**config.mk**
```make
export PLATFORM = sky130hd
export DESIGN_NAME = dtfs_top
export DESIGN_NICKNAME = d
export VERILOG_FILES = /design/src/hw/dtfs_pkg.sv /design/src/hw/dtfs_top.sv
export SDC_FILE = /design/constraint.sdc
export NUM_CORES = 1
export LEC_CHECK = 0
export ABC_AREA = 1
export BUFFER_PORTS_ARGS = -buffer_cell sky130_fd_sc_hd__buf_2
export CAP_MARGIN = 40
export CORE_UTILIZATION = 56
export CTS_BUF_LIST = sky130_fd_sc_hd__clkbuf_16
export CTS_CLUSTER_SIZE = 40
export DETAILED_ROUTE_END_ITERATION = 6
export PLACE_DENSITY = 0.79
export RECOVER_POWER = 50
export SYNTH_ARGS = -nofsm -noshare
export SYNTH_HDL_FRONTEND = slang
export SYNTH_SLANG_ARGS = --single-unit
```
**constraint.sdc**
```tcl
create_clock -name sys_clk -period 4.7 [get_ports sys_clk]
set_input_delay 0.47 -clock sys_clk [delete_from_list [all_inputs] [get_ports sys_clk]]
set_output_delay 0.47 -clock sys_clk [all_outputs]
set_load 0.05 [all_outputs]
```
**src/hw/dtfs_pkg.sv**
```systemverilog
// Purpose: Shared constants and types for the drive terminal function select.
// Assumes: APB slave, 32-bit data, one word per register.
// Notes: Selection codes are decimal values held in 16-bit fields.
package dtfs_pkg;

	localparam logic [7:0] ADDR_SEL_DO1 = 8'h00;
	localparam logic [7:0] ADDR_SEL_DO2 = 8'h04;
	localparam logic [7:0] ADDR_SEL_DO3 = 8'h08;
	localparam logic [7:0] ADDR_SEL_ALM = 8'h0C;
	localparam logic [7:0] ADDR_CTRL = 8'h10;
	localparam logic [7:0] ADDR_STATUS = 8'h14;
	localparam logic [7:0] ADDR_DUTY = 8'h18;

	localparam logic [15:0] RST_SEL_DO1 = 16'h0000;
	localparam logic [15:0] RST_SEL_DO2 = 16'h0001;
	localparam logic [15:0] RST_SEL_DO3 = 16'h0002;
	localparam logic [15:0] RST_SEL_ALM = 16'h0063;
	localparam logic [1:0] RST_CTRL = 2'h2;
	localparam logic [15:0] CODE_NONE = 16'h270F;
	localparam logic [15:0] NEG_OFFSET = 16'h0064;
	localparam logic [15:0] NEG_LIMIT = 16'h00C8;

	// Status function codes (positive polarity).
	localparam logic [6:0] FN_RUN = 7'h00;
	localparam logic [6:0] FN_SU = 7'h01;
	localparam logic [6:0] FN_IPF = 7'h02;
	localparam logic [6:0] FN_OL = 7'h03;
	localparam logic [6:0] FN_FU = 7'h04;
	localparam logic [6:0] FN_FU2 = 7'h05;
	localparam logic [6:0] FN_FU3 = 7'h06;
	localparam logic [6:0] FN_RBP = 7'h07;
	localparam logic [6:0] FN_THP = 7'h08;
	localparam logic [6:0] FN_PU = 7'h0A;
	localparam logic [6:0] FN_RY = 7'h0B;
	localparam logic [6:0] FN_Y12 = 7'h0C;
	localparam logic [6:0] FN_FLUX = 7'h27;
	localparam logic [6:0] FN_ALARM = 7'h63;

	// Prealarm thresholds are 85 percent of the limit.
	localparam int PREALARM_PCT = 85;

	// Control bit positions in the control register.
	localparam int CTRL_VF = 0;
	localparam int CTRL_TUNE_EN = 1;

	// Control kinds.
	typedef enum logic [1:0]
	{
		KIND_SPEED = 2'b00,
		KIND_TORQUE = 2'b01,
		KIND_POSITION = 2'b10
	} dtfs_kind_t;

	// Tuning sequencer states.
	typedef enum logic [1:0]
	{
		TS_IDLE = 2'b00,
		TS_TUNE = 2'b01,
		TS_DONE = 2'b10
	} dtfs_tstate_t;

	// Internal motor-control status, sampled on sys_clk.
	typedef struct packed
	{
		logic at_target_speed_status;
		logic speed_detect_status;
		logic second_speed_detect_status;
		logic third_speed_detect_status;
		logic supply_fail;
		logic undervoltage;
		logic restriction_active;
		logic stall_active;
		logic dc_brake;
		logic zero_speed_ctrl;
		logic servo_lock;
		logic above_start_speed;
		logic cmd_below_start;
		logic residual_flux;
		logic panel_mode_flag;
		logic ready_to_start_flag;
		logic current_detect_flag;
		logic fault_alarm_flag;
		logic minor_alarm_flag;
		logic upkeep_timer_flag;
		logic tune_finished;
	} dtfs_stat_t;

	// Terminal input functions after assignment.
	typedef struct packed
	{
		logic forward_start_in;
		logic reverse_start_in;
		logic pre_excite_in;
		logic tuning_request_in;
		logic prop_only_select_in;
		logic bias_select_a_in;
		logic bias_select_b_in;
		logic control_kind_change_in;
		logic torque_limit_level_in;
	} dtfs_inp_t;

endpackage

```
**src/hw/dtfs_top.sv**
```systemverilog
// Contract
// - Each output terminal has its own selector.
// - Code n+100 is code n inverted.
// - Prop-only input high selects P outside V/F, else PI.
// - Tuning request while stopped starts tuning.
// - Pre-excite plus slow start also tunes.
// - Residual flux flag follows remaining flux.
// - Tuning request ignored while flux remains.
// - Start inputs ignored until tuning completes or V/F ends it.
// - During tuning only listed outputs and the alarm relay update.
// - No tuning under V/F control.
// - Running follows start, with V/F and brake exceptions.
// - Power loss on supply fail or undervoltage.
// - Overload on restriction outside V/F, or stall under V/F.
// - Regen prealarm at 85 percent duty.
// - Thermal prealarm at 85 percent level.
// - Two bias inputs pick torque bias.
// - Kind-change input switches control kind.
// - Limit-level input selects second limit.
//
// Purpose: Routes drive status to output terminals, decodes input functions.
// Assumes: Terminal inputs are already assigned; status is synchronous.
// Notes: Codes outside the accepted set are refused and the old value kept.
//
// The register offsets and register access over APB were chosen for this implementation.
`timescale 1ns/1ns
module dtfs_top
#(
	parameter int ACC_W = 16
)
(
	// Clock, reset and enable.
	input wire logic sys_clk,
	input wire logic resetn,
	input wire logic clk_en,
	// APB slave.
	input wire logic psel,
	input wire logic penable,
	input wire logic pwrite,
	input wire logic [7:0] paddr,
	input wire logic [31:0] pwdata,
	output logic [31:0] prdata,
	output logic pready,
	output logic pslverr,
	// Drive status and accumulators.
	input wire dtfs_pkg::dtfs_stat_t stat,
	input wire logic [ACC_W-1:0] regen_duty_acc,
	input wire logic [ACC_W-1:0] thermal_acc,
	input wire logic [ACC_W-1:0] thermal_trip,
	// Terminal inputs from pins.
	input wire dtfs_pkg::dtfs_inp_t pins,
	// Output terminals.
	output logic digital_out_one,
	output logic digital_out_two,
	output logic digital_out_three,
	output logic alarm_relay_terminal,
	// Control outputs to the motor-control core.
	output logic residual_flux_flag,
	output logic tune_active,
	output logic start_fwd,
	output logic start_rev,
	output logic pre_excite,
	output logic prop_only,
	output logic [1:0] torque_bias_sel,
	output logic [1:0] control_kind,
	output logic second_limit
);

	if (ACC_W < 8 || ACC_W > 24)
	begin : g_bad_acc_w
		$error("ACC_W must lie between 8 and 24");
	end

	logic rst_a_ff;
	logic rst_b_ff;
	logic rst_n;
	dtfs_pkg::dtfs_inp_t in_s1_ff;
	dtfs_pkg::dtfs_inp_t in_s2_ff;
	dtfs_pkg::dtfs_inp_t in_s3_ff;
	dtfs_pkg::dtfs_inp_t in_ff;
	logic [15:0] sel_ff [4];
	logic [1:0] ctrl_ff;
	logic [ACC_W-1:0] duty_ff;
	dtfs_pkg::dtfs_tstate_t ts_ff;
	dtfs_pkg::dtfs_tstate_t nxt_ts;
	logic [127:0] fn;
	logic [3:0] term;
	logic [3:0] term_ff;
	logic kind_in_d_ff;
	logic vf;
	logic tuning;
	logic start_cmd;
	logic start_block;
	logic wr;
	logic rd;
	logic code_ok;

	always_ff @(posedge sys_clk or negedge resetn)
	begin
		if (!resetn)
		begin
			rst_a_ff <= 1'b0;
			rst_b_ff <= 1'b0;
		end
		else
		begin
			rst_a_ff <= 1'b1;
			rst_b_ff <= rst_a_ff;
		end
	end
	assign rst_n = rst_b_ff;

	// Three-stage pin sampling; a change counts once stages two and three agree.
	always_ff @(posedge sys_clk or negedge rst_n)
	begin
		if (!rst_n)
		begin
			in_s1_ff <= '0;
			in_s2_ff <= '0;
			in_s3_ff <= '0;
			in_ff <= '0;
		end
		else if (clk_en)
		begin
			in_s1_ff <= pins;
			in_s2_ff <= in_s1_ff;
			in_s3_ff <= in_s2_ff;
			for (int i = 0; i < $bits(in_ff); i++)
				if (in_s2_ff[i] == in_s3_ff[i])
					in_ff[i] <= in_s3_ff[i];
		end
	end

	assign vf = ctrl_ff[dtfs_pkg::CTRL_VF];
	assign tuning = (ts_ff == dtfs_pkg::TS_TUNE);
	assign start_cmd = in_ff.forward_start_in | in_ff.reverse_start_in;
	// Starts are held back in the cycle that enters tuning as well.
	assign start_block = tuning || (nxt_ts == dtfs_pkg::TS_TUNE);

	// APB: zero-wait, every access made while clk_en is high completes in its first access cycle.
	assign wr = psel & penable & pwrite & clk_en;
	assign rd = psel & ~penable & ~pwrite;

	// Accepted codes: 0..99, 100..199 and 9999.
	assign code_ok = (pwdata[15:0] < dtfs_pkg::NEG_LIMIT) ||
		(pwdata[15:0] == dtfs_pkg::CODE_NONE);

	always_ff @(posedge sys_clk or negedge rst_n)
	begin
		if (!rst_n)
		begin
			sel_ff[0] <= dtfs_pkg::RST_SEL_DO1;
			sel_ff[1] <= dtfs_pkg::RST_SEL_DO2;
			sel_ff[2] <= dtfs_pkg::RST_SEL_DO3;
			sel_ff[3] <= dtfs_pkg::RST_SEL_ALM;
			ctrl_ff <= dtfs_pkg::RST_CTRL;
			duty_ff <= '1;
		end
		else if (wr)
		begin
			case (paddr)
				dtfs_pkg::ADDR_SEL_DO1:
					if (code_ok) sel_ff[0] <= pwdata[15:0];
				dtfs_pkg::ADDR_SEL_DO2:
					if (code_ok) sel_ff[1] <= pwdata[15:0];
				dtfs_pkg::ADDR_SEL_DO3:
					if (code_ok) sel_ff[2] <= pwdata[15:0];
				dtfs_pkg::ADDR_SEL_ALM:
					if (code_ok) sel_ff[3] <= pwdata[15:0];
				dtfs_pkg::ADDR_CTRL:
					ctrl_ff <= pwdata[1:0];
				dtfs_pkg::ADDR_DUTY:
					duty_ff <= pwdata[ACC_W-1:0];
				default:
					ctrl_ff <= ctrl_ff;
			endcase
		end
	end

	always_ff @(posedge sys_clk or negedge rst_n)
	begin
		if (!rst_n)
		begin
			prdata <= 32'h00000000;
			pready <= 1'b0;
			pslverr <= 1'b0;
		end
		else if (clk_en)
		begin
			pready <= rd | (psel & ~penable);
			pslverr <= 1'b0;
			if (psel & ~penable)
			begin
				pslverr <= pwrite && (paddr == dtfs_pkg::ADDR_SEL_DO1 ||
					paddr == dtfs_pkg::ADDR_SEL_DO2 ||
					paddr == dtfs_pkg::ADDR_SEL_DO3 ||
					paddr == dtfs_pkg::ADDR_SEL_ALM) && !code_ok;
				case (paddr)
					dtfs_pkg::ADDR_SEL_DO1: prdata <= {16'h0000, sel_ff[0]};
					dtfs_pkg::ADDR_SEL_DO2: prdata <= {16'h0000, sel_ff[1]};
					dtfs_pkg::ADDR_SEL_DO3: prdata <= {16'h0000, sel_ff[2]};
					dtfs_pkg::ADDR_SEL_ALM: prdata <= {16'h0000, sel_ff[3]};
					dtfs_pkg::ADDR_CTRL: prdata <= {30'h0, ctrl_ff};
					dtfs_pkg::ADDR_STATUS:
						prdata <= {26'h0, ts_ff, term_ff};
					dtfs_pkg::ADDR_DUTY:
						prdata <= {{(32-ACC_W){1'b0}}, duty_ff};
					default:
					begin
						prdata <= 32'h00000000;
						pslverr <= 1'b1;
					end
				endcase
			end
		end
	end

	// Tuning sequencer.
	always_comb
	begin
		nxt_ts = ts_ff;
		case (ts_ff)
			dtfs_pkg::TS_IDLE:
				if (!vf && ctrl_ff[dtfs_pkg::CTRL_TUNE_EN] &&
					!stat.residual_flux &&
					((in_ff.tuning_request_in && !start_cmd) ||
					(in_ff.pre_excite_in && start_cmd &&
					stat.cmd_below_start)))
					nxt_ts = dtfs_pkg::TS_TUNE;
			dtfs_pkg::TS_TUNE:
				if (vf)
					nxt_ts = dtfs_pkg::TS_IDLE;
				else if (stat.tune_finished)
					nxt_ts = dtfs_pkg::TS_DONE;
			dtfs_pkg::TS_DONE:
				if (!in_ff.tuning_request_in && !start_cmd)
					nxt_ts = dtfs_pkg::TS_IDLE;
			default:
				nxt_ts = dtfs_pkg::TS_IDLE;
		endcase
	end

	always_ff @(posedge sys_clk or negedge rst_n)
	begin
		if (!rst_n)
			ts_ff <= dtfs_pkg::TS_IDLE;
		else if (clk_en)
			ts_ff <= nxt_ts;
	end

	// Status function vector, indexed by positive code.
	always_comb
	begin
		fn = '0;
		fn[dtfs_pkg::FN_RUN] = start_cmd && !stat.dc_brake &&
			!stat.zero_speed_ctrl && !stat.servo_lock &&
			(!vf || stat.above_start_speed);
		fn[dtfs_pkg::FN_SU] = stat.at_target_speed_status;
		fn[dtfs_pkg::FN_IPF] = stat.supply_fail | stat.undervoltage;
		fn[dtfs_pkg::FN_OL] = vf ? stat.stall_active :
			stat.restriction_active;
		fn[dtfs_pkg::FN_FU] = stat.speed_detect_status;
		fn[dtfs_pkg::FN_FU2] = stat.second_speed_detect_status;
		fn[dtfs_pkg::FN_FU3] = stat.third_speed_detect_status;
		fn[dtfs_pkg::FN_RBP] = (32'(regen_duty_acc) * 100) >=
			(32'(duty_ff) * dtfs_pkg::PREALARM_PCT);
		fn[dtfs_pkg::FN_THP] = (32'(thermal_acc) * 100) >=
			(32'(thermal_trip) * dtfs_pkg::PREALARM_PCT);
		fn[dtfs_pkg::FN_PU] = stat.panel_mode_flag;
		fn[dtfs_pkg::FN_RY] = stat.ready_to_start_flag;
		fn[dtfs_pkg::FN_Y12] = stat.current_detect_flag;
		fn[dtfs_pkg::FN_FLUX] = stat.residual_flux;
		fn[dtfs_pkg::FN_ALARM] = stat.fault_alarm_flag;
	end

	// Codes that stay live during tuning.
	function automatic logic live_in_tune(input logic [6:0] c);
		live_in_tune = (c == dtfs_pkg::FN_IPF) || (c == dtfs_pkg::FN_THP) ||
			(c == dtfs_pkg::FN_PU) || (c == dtfs_pkg::FN_RY) ||
			(c == dtfs_pkg::FN_Y12) || (c == dtfs_pkg::FN_ALARM);
	endfunction

	genvar g;
	generate
		for (g = 0; g < 4; g++)
		begin : g_term
			logic neg;
			logic [6:0] code;
			logic none;
			assign none = (sel_ff[g] == dtfs_pkg::CODE_NONE);
			assign neg = (sel_ff[g] >= dtfs_pkg::NEG_OFFSET) && !none;
			assign code = neg ? 7'(sel_ff[g] - dtfs_pkg::NEG_OFFSET) :
				sel_ff[g][6:0];
			// Alarm relay terminal always stays live during tuning.
			assign term[g] = none ? 1'b0 :
				(tuning && g != 3 && !live_in_tune(code)) ? term_ff[g] :
				(fn[code] ^ neg);
		end
	endgenerate

	always_ff @(posedge sys_clk or negedge rst_n)
	begin
		if (!rst_n)
		begin
			term_ff <= 4'h0;
			residual_flux_flag <= 1'b0;
			tune_active <= 1'b0;
		end
		else if (clk_en)
		begin
			term_ff <= term;
			residual_flux_flag <= stat.residual_flux;
			tune_active <= (nxt_ts == dtfs_pkg::TS_TUNE);
		end
	end
	assign digital_out_one = term_ff[0];
	assign digital_out_two = term_ff[1];
	assign digital_out_three = term_ff[2];
	assign alarm_relay_terminal = term_ff[3];

	// Input functions towards the control core.
	always_ff @(posedge sys_clk or negedge rst_n)
	begin
		if (!rst_n)
		begin
			start_fwd <= 1'b0;
			start_rev <= 1'b0;
			pre_excite <= 1'b0;
			prop_only <= 1'b0;
			torque_bias_sel <= 2'h0;
			control_kind <= dtfs_pkg::KIND_SPEED;
			second_limit <= 1'b0;
			kind_in_d_ff <= 1'b0;
		end
		else if (clk_en)
		begin
			start_fwd <= in_ff.forward_start_in && !start_block;
			start_rev <= in_ff.reverse_start_in && !start_block;
			pre_excite <= in_ff.pre_excite_in && !start_block;
			prop_only <= !vf && in_ff.prop_only_select_in;
			torque_bias_sel <= {in_ff.bias_select_b_in,
				in_ff.bias_select_a_in};
			second_limit <= in_ff.torque_limit_level_in;
			kind_in_d_ff <= in_ff.control_kind_change_in;
			if (in_ff.control_kind_change_in != kind_in_d_ff)
				control_kind <= in_ff.control_kind_change_in ?
					dtfs_pkg::KIND_TORQUE : dtfs_pkg::KIND_SPEED;
		end
	end

	property p_sel_reject;
		@(posedge sys_clk) disable iff (!rst_n)
		(wr && paddr == dtfs_pkg::ADDR_SEL_DO1 && !code_ok) |=>
			$stable(sel_ff[0]);
	endproperty
	a_sel_reject: assert property (p_sel_reject)
		else $error("Refused code was stored");

	property p_no_start_tune;
		@(posedge sys_clk) disable iff (!rst_n)
		(clk_en && tuning) |=> !start_fwd && !start_rev && !pre_excite;
	endproperty
	a_no_start_tune: assert property (p_no_start_tune)
		else $error("Start passed during tuning");

	property p_vf_no_tune;
		@(posedge sys_clk) disable iff (!rst_n)
		(clk_en && vf && !tuning) |=> !tuning;
	endproperty
	a_vf_no_tune: assert property (p_vf_no_tune)
		else $error("Tuning began under V/F");

	property p_flux_block;
		@(posedge sys_clk) disable iff (!rst_n)
		(ts_ff == dtfs_pkg::TS_IDLE && stat.residual_flux) |=> !tuning;
	endproperty
	a_flux_block: assert property (p_flux_block)
		else $error("Tuning began with residual flux");

	property p_polarity;
		@(posedge sys_clk) disable iff (!rst_n)
		(clk_en && !tuning && sel_ff[1] == 16'h0066) |=>
			(digital_out_two == !$past(fn[dtfs_pkg::FN_IPF]));
	endproperty
	a_polarity: assert property (p_polarity)
		else $error("Negative code not inverted");

	property p_ipf;
		@(posedge sys_clk) disable iff (!rst_n)
		(clk_en && !tuning && sel_ff[2] == 16'h0002 && stat.undervoltage)
			|=> digital_out_three;
	endproperty
	a_ipf: assert property (p_ipf)
		else $error("Power loss not shown");

	property p_freeze;
		@(posedge sys_clk) disable iff (!rst_n)
		(clk_en && tuning && sel_ff[0] == 16'h0001) |=>
			$stable(digital_out_one);
	endproperty
	a_freeze: assert property (p_freeze)
		else $error("Frozen output changed during tuning");

	property p_prop;
		@(posedge sys_clk) disable iff (!rst_n)
		(clk_en && vf) |=> !prop_only;
	endproperty
	a_prop: assert property (p_prop)
		else $error("P-only selected outside vector control");

endmodule

```
# Word-level counts from Yosys, hierarchy flattened
# Cells that the tools add are included.
[totals]
wordCells = 254
inputBits = 124
out_inout_bits = 49
regBits = 172
[classes]
n_lt_le_gt_ge = 11
eq_ne = 45
reduce_logical = 85
muxes = 29
mul = 4
bitwise = 14
n_addsub = 4
[ops]
columns = ["op", "n"]
rows = [
  ["$pmux 16 s7", 1],
  ["$eq 7x4->1 const B", 12],
  ["$eq 16x14->1 const B", 5],
  ["$ge 16x7->1 const B", 4],
  ["$ge 23x23->1", 2],
  ["$mul 16x7->23 const B", 2],
  ["$mul 16x5->21 const B", 2],
  ["$lt 7x8->1 const B", 4],
  ["$reduce_and 2->1", 16],
  ["$bmux 1 s7", 4],
  ["$mux 7", 4],
  ["$sub 7x7->7 const B", 4],
  ["$eq 8x5->1 const B", 3],
  ["$logic_and 1x1->1", 24],
  ["$logic_or 1x1->1", 22],
  ["$eq 7x2->1 const B", 3],
  ["$eq 7x7->1 const B", 3],
  ["$eq 8x4->1 const B", 2],
  ["$logic_not 1->1", 16],
  ["$lt 16x8->1 const B", 1],
  ["$mux 1", 15],
  ["$reduce_and 3->1", 4],
  ["$eq 1x1->1", 9],
  ["$eq 8x3->1 const B", 1],
  ["13 further kinds", 29],
]

# Longest topological paths before layout
# Gate-level depths: netlist (run 1).
[logic_depth]
word_depth = 14
depth_mapped = 38
depth_no_buf = 38

# Worst setup path before layout (run 1)
# No wires, ideal clock.
[synth_timing]
kind = "in2reg"
from = "input port thermal_trip[1]"
to = "register term_ff[3]"
setup_time_ps = 118
t_required_ps = 4582
setup_slack_ps = -610
n_path_buf = 0
arrival_ps = 5193
cell_stages = 36
cell_sequence = "ha_1 -> inv_1 -> fa_1 -> inv_1 -> ha_1 -> inv_1 -> fa_1 -> inv_1 -> ha_1 -> inv_1 -> nor3_1 -> nand2_1 -> nand2_1 -> a21boi_1 -> o21ai_0 -> a21boi_0 -> o21ai_1 -> nand2_1 -> nand3b_1 -> nand2_1 -> ha_1 -> nand2_1 -> nor2_1 -> nand2_1 -> nor2_1 -> nand2_1 -> nand3_1 -> nand2_1 -> o21ai_0 -> nand2_1 -> nand2_1 -> nand3_1 -> nand2_1 -> nand3_1 -> nand3_1 -> nand2_1"
[synth_via]
elab_chain_len = 6
[synth_rtl]
columns = ["item", "line_no", "rtl"]
rows = [
  ["start: declaration", "dtfs_top.sv:49", "input wire logic [ACC_W-1:0] thermal_trip,"],
  ["$mul 16x7->23", "dtfs_top.sv:268", "(32'(thermal_trip) * dtfs_pkg::PREALARM_PCT);"],
  ["$ge 23x23->1", "dtfs_top.sv:267", "fn[dtfs_pkg::FN_THP] = (32'(thermal_acc) * 100) >="],
  ["$bmux 1 s7", "dtfs_top.sv:297", "(fn[code] ^ neg);"],
  ["$mux 1 (implied by the code)", "dtfs_top.sv:297", ""],
  ["$xor 1x1->1", "dtfs_top.sv:297", ""],
  ["$mux 1", "dtfs_top.sv:295", "assign term[g] = none ? 1'b0 :"],
  ["end signal: assignment", "dtfs_top.sv:311", "term_ff <= term;"],
  ["end: declaration", "dtfs_top.sv:88", "logic [3:0] term_ff;"],
]
# No other way between the ends. The select of a mux whose other input is x is not followed.
# A chain may end at the register's enable or synchronous reset.

# Worst setup path in the final report (run 1)
[layout_timing]
from = "register duty_ff[2]"
to = "register term_ff[3]"
[layout_via]
elab_chain_len = 6
[layout_rtl]
columns = ["item", "line_no", "rtl"]
rows = [
  ["start: declaration", "dtfs_top.sv:83", "logic [ACC_W-1:0] duty_ff;"],
  ["start signal: assignment", "dtfs_top.sv:173", "duty_ff <= pwdata[ACC_W-1:0];"],
  ["$mul 16x7->23", "dtfs_top.sv:266", "(32'(duty_ff) * dtfs_pkg::PREALARM_PCT);"],
  ["$ge 23x23->1", "dtfs_top.sv:265", "fn[dtfs_pkg::FN_RBP] = (32'(regen_duty_acc) * 100) >="],
  ["$bmux 1 s7", "dtfs_top.sv:297", ""],
  ["$mux 1 (implied by the code)", "dtfs_top.sv:297", ""],
  ["$xor 1x1->1", "dtfs_top.sv:297", ""],
  ["$mux 1", "dtfs_top.sv:295", ""],
]
# No other way between the ends. The select of a mux whose other input is x is not followed.

==> results of run 1 <==
sequential cells by signal (all words and copies together) (netlist names), 2 cells and up:
signal and flops:
in_s1_ff 9, ts_ff 2, in_ff 9, ctrl_ff 2, in_s3_ff 9, sel_ff 64
prdata 16, in_s2_ff 9, term_ff 4, duty_ff 16, torque_bias_sel 2
critical path: cells and delay by family (launching register included):
family	cells	cell delay [ns]
AOI/OAI and AO/OA	4	0.80
xor gates and xnor gates	1	0.12
adders and majority gates	6	2.03
buffers and inverters	6	0.66
DFF	1	0.57
and+or+nand+nor	15	1.11
worst paths after layout:
kind	cells past startpoint	start	endpoint	slack, ns
worst max-delay path	32	duty_ff[2]	term_ff[3]	-0.69
worst min-delay path	3	pins[0]	in_s1_ff[0]	0.21
worst max register to register	32	duty_ff[2]	term_ff[3]	-0.69
worst min register to register	0	rst_a_ff	rst_b_ff	0.37
max in group asynchronous	1	rst_b_ff	sel_ff[12]	0.42
min in group asynchronous	2	resetn	rst_a_ff	0.32
power breakdown:
group	switching [mW]	leakage, nW	internal, mW	total [mW]
registers	0.0607	1.84	1.40	1.46
logic	1.80	9.68	1.45	3.25
clock network	0.698	0.292	0.725	1.42
total	2.56	11.8	3.58	6.14
cell families after synthesis:
| kind of cell | Yosys count | share of synthesized area [%] |
|---|---|---|
| buf+inv | 495 | 11.6 |
| compound gates | 350 | 12.0 |
| simple gates | 843 | 20.9 |
| fa+ha+maj | 340 | 28.5 |
| flops | 155 | 23.3 |
| mux | 2 | 0.134 |
| xor+xnor | 69 | 3.60 |
| other cells | 2 | 0.0448 |
what timing repair did:
action / 4_1_cts / 5_1_grt
hold buffers: 1 / 0
resized for setup: 35 / 30
setup buffers: 5 / 2
setup endpoints to repair: 4 / 4
hold endpoints to repair: 2 / 0
pin swaps: 28 / 25
cloned: 0 / 0
routing by layer:
layer / share of wire (%) / GRT usage (%) / vias up
li1: - / - / 7941
met1: 41 / 38.3 / 7566
met2: 48 / 53.6 / 541
met3: 5.7 / 4.29 / 138
met4: 4.5 / 13.6 / 0
met5: 0 / 0 / -
through the flow:
| stage | hold slack [ns] | cell area, um^2 | std cells |
|---|---|---|---|
| 2_1_floorplan | 0.174 | 16900 | 2272 |
| 3_3_place_gp | 0.254 | 19500 | 2974 |
| 3_5_place_dp | 0.257 | 19600 | 2975 |
| 4_1_cts | 0.207 | 20400 | 3013 |
| 5_1_grt | 0.222 | 20500 | 3018 |
| 6_report | 0.212 | 20500 | 3018 |
layout by cell type (no fill, tap or decap), types with 8 or more instances in the layout:
cell type | synthesis | final
nand4_1 | 20 | 20
a21oi_1 | 118 | 111
a21o_1 | 10 | 10
a31oi_1 | 10 | 9
buf_4 | 19 | 224
nand2_1 | 527 | 511
ha_1 | 270 | 257
clkbuf_1 | 19 | 13
a211oi_1 | 8 | 8
clkbuf_16 | 0 | 17
nand3_1 | 112 | 107
dfstp_2 | 23 | 23
ha_4 | 0 | 13
nor3_1 | 17 | 16
nand2_2 | 8 | 21
conb_1 | 2 | 18
o22ai_1 | 17 | 17
o21ai_1 | 12 | 12
buf_2 | 7 | 124
xnor2_1 | 25 | 23
dfrtp_1 | 132 | 132
o211ai_1 | 11 | 11
nor2_1 | 138 | 135
xor2_1 | 44 | 43
inv_2 | 13 | 23
fa_1 | 70 | 70
inv_1 | 435 | 425
o21ai_0 | 119 | 114
final cells by class:
type / count / area share [%]
multi-input cells: 1622 / 55.5
flip-flops and latches: 155 / 19.1
repair buffers: 367 / 11.8
inverters: 449 / 8.22
well taps: 390 / 2.38
clock buffers: 17 / 2.07
clock inverters: 15 / 0.958
diodes: 3 / 0.0366
==> flow_metrics.tcl, run 1 <==
set metrics [dict create \
    die_x_um 175 \
    synth_cell_type_count 52 \
    tns_ns -2.44 \
    synth.most_common_cell "nand2_1" \
    max_slew_margin_pct -70.8 \
    clock.fmax_ghz 0.186 \
    p_total_mw 6.14 \
    synth-seq-cells 155 \
    maxSlewViolCount 156 \
    clock_latency_ns 0.45 \
    synthTopCellsByArea "ha_1, dfrtp_1, nand2_1" \
    dp_hpwl_um 37800 \
    criticalPathCategory "flip-flop to flip-flop" \
    ys_warn_count 0 \
    nFillCells 2416 \
    grt_overflow 0 \
    fp.dieH_um 175 \
    fin_ws_ns -0.687 \
    place.gp.congestion 1.00 \
    syn_area_um2 16800 \
    avgSynthCellArea_um2 7.44 \
    arrival_ns 5.73 \
    cts-buffers-inserted 17 \
    rows 63 \
    pin_count 173 \
    worstPathRequired_ns 5.04 \
    period_minus_slack_ns 5.39 \
    vias_per_cell 5.36 \
    vias 16200 \
    cts.sinks 155 \
    antenna_found_initial 2 \
    grt_pass1_vias 15900 \
    syn_inst 2256 \
    critPathMaxFanout 4 \
    worst_pin_slew_ns 2.56 \
    final_core_util_pct 69.4 \
    worstHoldPathType "primary input to flip-flop" \
    multiInputGateArea_um2 11400 \
    drc_errors 0 \
    routed_wl_um 46900 \
    dr.pass1.iters 6 \
    synth_common_cells "nand2_1, inv_1, ha_1" \
    seq_area_um2 3910 \
    antenna_left 0 \
    cp-start-kind "flip-flop" \
    portBuffers 137 \
    start_util_pct 56.8 \
    cpPeakStageDelay_ns 0.57 \
    wl_per_cell_um 15.5 \
    yosysTopAreaCellShare_pct 20.1 \
    hold_violations 0 \
    ys.flop_type "dfrtp_1" \
    crit_path_end_kind "flip-flop" \
    async_reset_ff_share_pct 100 \
    cts_root_buffer "clkbuf_16" \
    drive_gt1_share_pct 19.4 \
    skew_ns 0.0104 \
    maxCapViolCount 2 \
    clkTransAtPathRegs_ns 0.08 \
    yosysTopAreaCell "ha_1" \
    layout.nets 3076 \
    ir_drop_v 0.000265 \
    clockBufferDepth 2 \
    p_leak_nw 11.8 \
    violations "max-capacitance violations, max-slew violations, negative setup slack" \
    syn_to_final_growth_pct 22.2 \
    cp_common_cell "nand2_1" \
    cts_tree "done" \
    grt_usage_pct 30.9 \
    dieArea_um2 30700 \
    rsz0062_at_grt "yes" \
    finalSetupViolCount 4 \
    synth_edf_count 0 \
    grt_pass1_wl_um 76200 \
    dp_slack_ns -0.852 \
    pwr_density_cell_nw_per_um2 299 \
    first_iter_violations 1104 \
    synth-seq-area-share_pct 23.3 \
    cpMaxStageDelayCell "dfstp_2" \
    status "complete, but fails checks" \
    htreeDepth 4 \
    grt_max_degree 103 \
    core_um2 29600 \
    fin_crit_sh_pct 115 \
]
Note: power is estimated with default switching activity, not from simulation.
==> inputs of run 2 (changes only) <==
- CAP_MARGIN: 40 -> default
- RECOVER_POWER: 50 -> default
==> flow_metrics.tcl, run 2 (synthesis gave the netlist of run 1 again) <==
set metrics [dict create \
    worstPathRequired_ns 5.03 \
    maxUsedRoutingLayer "met4" \
    dr.pass1.iters 6 \
    ir_drop_v 0.000259 \
    hold_violations 0 \
    layout.nets 3076 \
    violations "negative setup slack" \
    cpMaxStageDelayCell "dfstp_2" \
    clockBufferDepth 2 \
    grt_pass1_vias 15900 \
    fp.dieH_um 175 \
    top_regs "sel_ff (64), duty_ff (16), prdata (16)" \
    dr_wl_met3_um 2490 \
    rows 63 \
    clkTransAtPathRegs_ns 0.08 \
    drive_gt1_share_pct 19.6 \
    status "complete, but fails checks" \
    grt_overflow 0 \
    clock_latency_ns 0.45 \
    first_iter_violations 1148 \
    cp_common_cell "nand2_1" \
    htreeDepth 4 \
    pwr_density_cell_nw_per_um2 299 \
    vias 16200 \
    top_register "sel_ff" \
    start_util_pct 56.8 \
    max_slew_margin_pct 31.2 \
    cts_tree "done" \
    vias_per_cell 5.36 \
    whs_ns 0.219 \
    dp_hpwl_um 37600 \
    pin_count 173 \
    finalSetupViolCount 4 \
    wl_per_cell_um 15.5 \
    seqPwrFrac_pct 23.8 \
    drc_errors 0 \
    rsz0062_at_grt "yes" \
    fin_ws_ns -0.690 \
    period_minus_slack_ns 5.39 \
    routed_wl_um 46700 \
    skew_ns 0.0125 \
    clock.fmax_ghz 0.186 \
    wl_met1_um 19600 \
    maxSlewViolCount 0 \
    syn_to_final_growth_pct 22.2 \
    critPathMaxFanout 4 \
    antenna_found_initial 2 \
    cp-start-kind "flip-flop" \
    grt_pass1_wl_um 76600 \
    cts_root_buffer "clkbuf_16" \
    portBuffers 137 \
    maxCapViolCount 0 \
    final_cell_mix "nand2_1, inv_1, ha_1, buf_4, buf_2" \
    crit_path_end_kind "flip-flop" \
    arrival_ns 5.72 \
    worst_pin_slew_ns 1.03 \
    core_um2 29600 \
    grt_max_degree 103 \
    dieArea_um2 30700 \
    netSwitchingPower_mw 2.55 \
    largest_register_ffs 64 \
    antenna_left 0 \
    criticalPathCategory "flip-flop to flip-flop" \
    place.gp.congestion 1.00 \
    grt_usage_pct 31.1 \
    wl_met2_um 22700 \
    cts.sinks 155 \
    cpPeakStageDelay_ns 0.56 \
    die_x_um 175 \
    p_total_mw 6.13 \
    intPower_mw 3.58 \
    power_frac_comb_pct 52.9 \
    cts-buffers-inserted 17 \
    p_leak_nw 11.8 \
    worstHoldPathType "primary input to flip-flop" \
    fin_crit_sh_pct 115 \
    p_sw_share_pct 41.6 \
    layout_commonest_cell "nand2_1" \
    pwr-share-clk_pct 23.3 \
]
-- run 2: final cells by class --
class	count	area [um^2]
multi-input combinational	1622	11300
antenna	2	5.00
clock inverter	15	193
tap	390	488
fill	2479	9060
sequential	155	3910
inverter	449	1690
timing repair buffer	367	2440
clock buffer	17	425
-- run 2: critical path: cells and delay by family (launching register included) --
kind	cells	cell delay, ns
buffers and inverters	3	0.33
DFF	1	0.56
and+or+nand+nor	20	1.39
AOI/OAI and AO/OA	3	0.73
xor gates and xnor gates	1	0.15
adders and majority gates	6	2.15
-- run 2: power by group through the flow --
stage	logic, mW	registers (mW)	clock network, mW
2_1_floorplan	2.04	1.56	0
4_1_cts	3.23	1.46	1.43
6_report	3.24	1.46	1.43
3_5_place_dp	3.18	1.49	0
3_3_place_gp	3.07	1.48	0
5_1_grt	3.72	1.47	1.48
-- run 2: metal layers --
layer | track usage [%] | vias to the layer above
met5 | 0 | -
li1 | - | 7926
met4 | 13.1 | 0
met3 | 4.11 | 123
met1 | 38.6 | 7600
met2 | 54.2 | 514
-- run 2: through the flow --
step / setup WS (ns) / std cells / area (um^2) / TNS [ns] / util, %
CTS: -0.533 / 3014 / 20400 / -1.86 / 68.9
global route: -0.939 / 3017 / 20500 / -3.48 / 69.3
detailed placement: -0.859 / 2974 / 19500 / -3.38 / 66.1
finish: -0.690 / 3017 / 20500 / -2.48 / 69.3
global placement: -0.702 / 2974 / 19500 / -2.75 / 66.1
floorplan: -0.221 / 2272 / 16900 / -0.848 / -
-- run 2: path summary, 6_finish.rpt --
check / from / to / slack, ns / cells after the start
setup / recovery: duty_ff[4] / term_ff[3] / -0.69 / 33
hold / removal: pins[2] / in_s1_ff[2] / 0.22 / 3
setup reg to reg: duty_ff[4] / term_ff[3] / -0.69 / 33
hold reg to reg: rst_a_ff / rst_b_ff / 0.36 / 0
max in group asynchronous: rst_b_ff / in_ff[1] / 3.32 / 1
min in group asynchronous: resetn / rst_b_ff / 0.32 / 2
-- run 2: what timing repair did --
item / CTS / global route
hold endpoints to repair: 2 / 0
resized for setup: 34 / 23
hold buffers: 1 / 0
pin swaps: 21 / 27
buffers inserted: 7 / 1
endpoints found under the setup margin: 4 / 4
==> inputs of run 3 (changes only) <==
- CORE_MARGIN: default -> 5
- CTS_BUF_LIST: sky130_fd_sc_hd__clkbuf_16 -> default
==> flow_metrics.tcl, run 3 (synthesis gave the netlist of run 1 again) <==
set metrics [dict create \
    top_regs "sel_ff (64), duty_ff (16), prdata (16)" \
    critPathMaxFanout 4 \
    antenna_found_initial 1 \
    portBuffers 137 \
    layout_commonest_cell "nand2_1" \
    hold_violations 0 \
    final_cell_count_no_fill 3017 \
    cts.sinks 155 \
    fin_crit_sh_pct 112 \
    status "complete, but fails checks" \
    antenna_left 0 \
    dp_cells 2976 \
    period_minus_slack_ns 5.28 \
    grt_usage_pct 27.6 \
    fin_ws_ns -0.576 \
    holdPathEnd "in_s1_ff[2]" \
    cp_common_cell "nand2_1" \
    first_iter_violations 1138 \
    reg2reg_from "duty_ff[3]" \
    dr.pass1.iters 5 \
    rows 63 \
    hp-start "pins[2]" \
    syn_to_final_growth_pct 22.0 \
    finalSetupViolCount 4 \
    cts_tree "done" \
    cpMaxStageDelayCell "dfstp_2" \
    htreeDepth 4 \
    violations "negative setup slack" \
    die_x_um 183 \
    worstPathRequired_ns 5.03 \
    rsz0062_at_grt "yes" \
    clockBufferDepth 2 \
    clkTransAtPathRegs_ns 0.08 \
    reg2reg_setup_slack_ns -0.58 \
    pwr_density_cell_nw_per_um2 299 \
    max_slew_margin_pct 33.2 \
    pin_count 173 \
    p_leak_nw 11.8 \
    cts_root_buffer "clkbuf_16" \
    drc_errors 0 \
    worstRegToRegCells 36 \
    dieArea_um2 33500 \
    ir_drop_v 0.000287 \
    grt_overflow 0 \
    fp.dieH_um 183 \
    cpPeakStageDelay_ns 0.60 \
    cp-start-kind "flip-flop" \
    final_core_util_pct 69.0 \
    arrival_ns 5.61 \
    dp_hpwl_um 38200 \
    clock_latency_ns 0.43 \
    maxSlewViolCount 0 \
    cts-buffers-inserted 17 \
    layout.nets 3077 \
    start_util_pct 56.6 \
    top_register "sel_ff" \
    grt_pass1_vias 16200 \
    final_cell_mix "nand2_1, inv_1, ha_1, buf_4, buf_2" \
    worstHoldPathType "primary input to flip-flop" \
    vias 16200 \
    grt_pass1_wl_um 76400 \
    clock.fmax_ghz 0.190 \
    crit_path_end_kind "flip-flop" \
    drive_gt1_share_pct 19.7 \
    criticalPathCategory "flip-flop to flip-flop" \
    p_total_mw 6.12 \
    routed_wl_um 46500 \
    maxCapViolCount 0 \
    whs_path_depth 3 \
    skew_ns 0.0109 \
    worst_pin_slew_ns 1.00 \
    largest_register_ffs 64 \
    core_um2 29600 \
    place.gp.congestion 0.974 \
    grt_max_degree 63 \
    vias_per_cell 5.36 \
    reg2reg_to "term_ff[3]" \
    wl_per_cell_um 15.4 \
]
==> run 3: cell type report <==
| type | instances | area, um^2 |
|---|---|---|
| multi-input cells | 1622 | 11300 |
| fillers | 2429 | 9180 |
| flip-flops and latches | 155 | 3910 |
| repair buffers | 368 | 2450 |
| inverters | 449 | 1690 |
| well taps | 390 | 488 |
| clock buffers | 17 | 425 |
| clock inverters | 15 | 170 |
| diodes | 1 | 2.50 |
==> run 3: power breakdown <==
group	internal (mW)	total [mW]	switching, mW	leakage, nW
logic	1.47	3.28	1.81	9.69
registers	1.40	1.46	0.0582	1.84
clock network	0.717	1.39	0.668	0.293
total	3.58	6.12	2.54	11.8
==> run 3: critical path, delay by kind of cell (launching register included) <==
kind,cells,cell delay [ns]
fa+ha+maj,6,1.97
compound gates,5,0.93
simple gates,18,1.20
buf+inv,6,0.36
flops,1,0.60
xor+xnor,1,0.12
==> run 3: stage by stage <==
| stage | hold WS (ns) | setup slack [ns] | TNS [ns] | cell area, um^2 |
|---|---|---|---|---|
| 3_5_place_dp | 0.257 | -0.813 | -3.20 | 19600 |
| 5_1_grt | 0.216 | -0.818 | -3.11 | 20500 |
| 6_report | 0.223 | -0.576 | -2.14 | 20500 |
| 2_1_floorplan | 0.174 | -0.221 | -0.848 | 16900 |
| 4_1_cts | 0.217 | -0.577 | -2.20 | 20300 |
| 3_3_place_gp | 0.256 | -0.650 | -2.57 | 19600 |
==> run 3: how the worst max path moves through the flow <==
stage	start	endpoint
3_3_place_gp	thermal_trip[3]	term_ff[3]
2_1_floorplan	thermal_trip[3]	term_ff[3]
5_1_grt	duty_ff[5]	term_ff[0]
4_1_cts	duty_ff[2]	term_ff[3]
3_5_place_dp	thermal_trip[3]	term_ff[3]
6_report	duty_ff[3]	term_ff[3]
==> run 3: layer usage <==
layer / vias up / part of all wire, % / track usage, %
li1: 7947 / - / -
met2: 555 / 49 / 48.7
met1: 7534 / 41 / 34.7
met4: 0 / 3.7 / 10.0
met5: - / 0 / 0
met3: 128 / 6.0 / 3.67
==> run 3: what timing repair did <==
item,in CTS,in global routing
setup endpoints to repair,4,4
buffers inserted,6,1
pin swaps,29,22
hold buffers,1,0
gates resized for setup,23,30
hold endpoints to repair,2,0
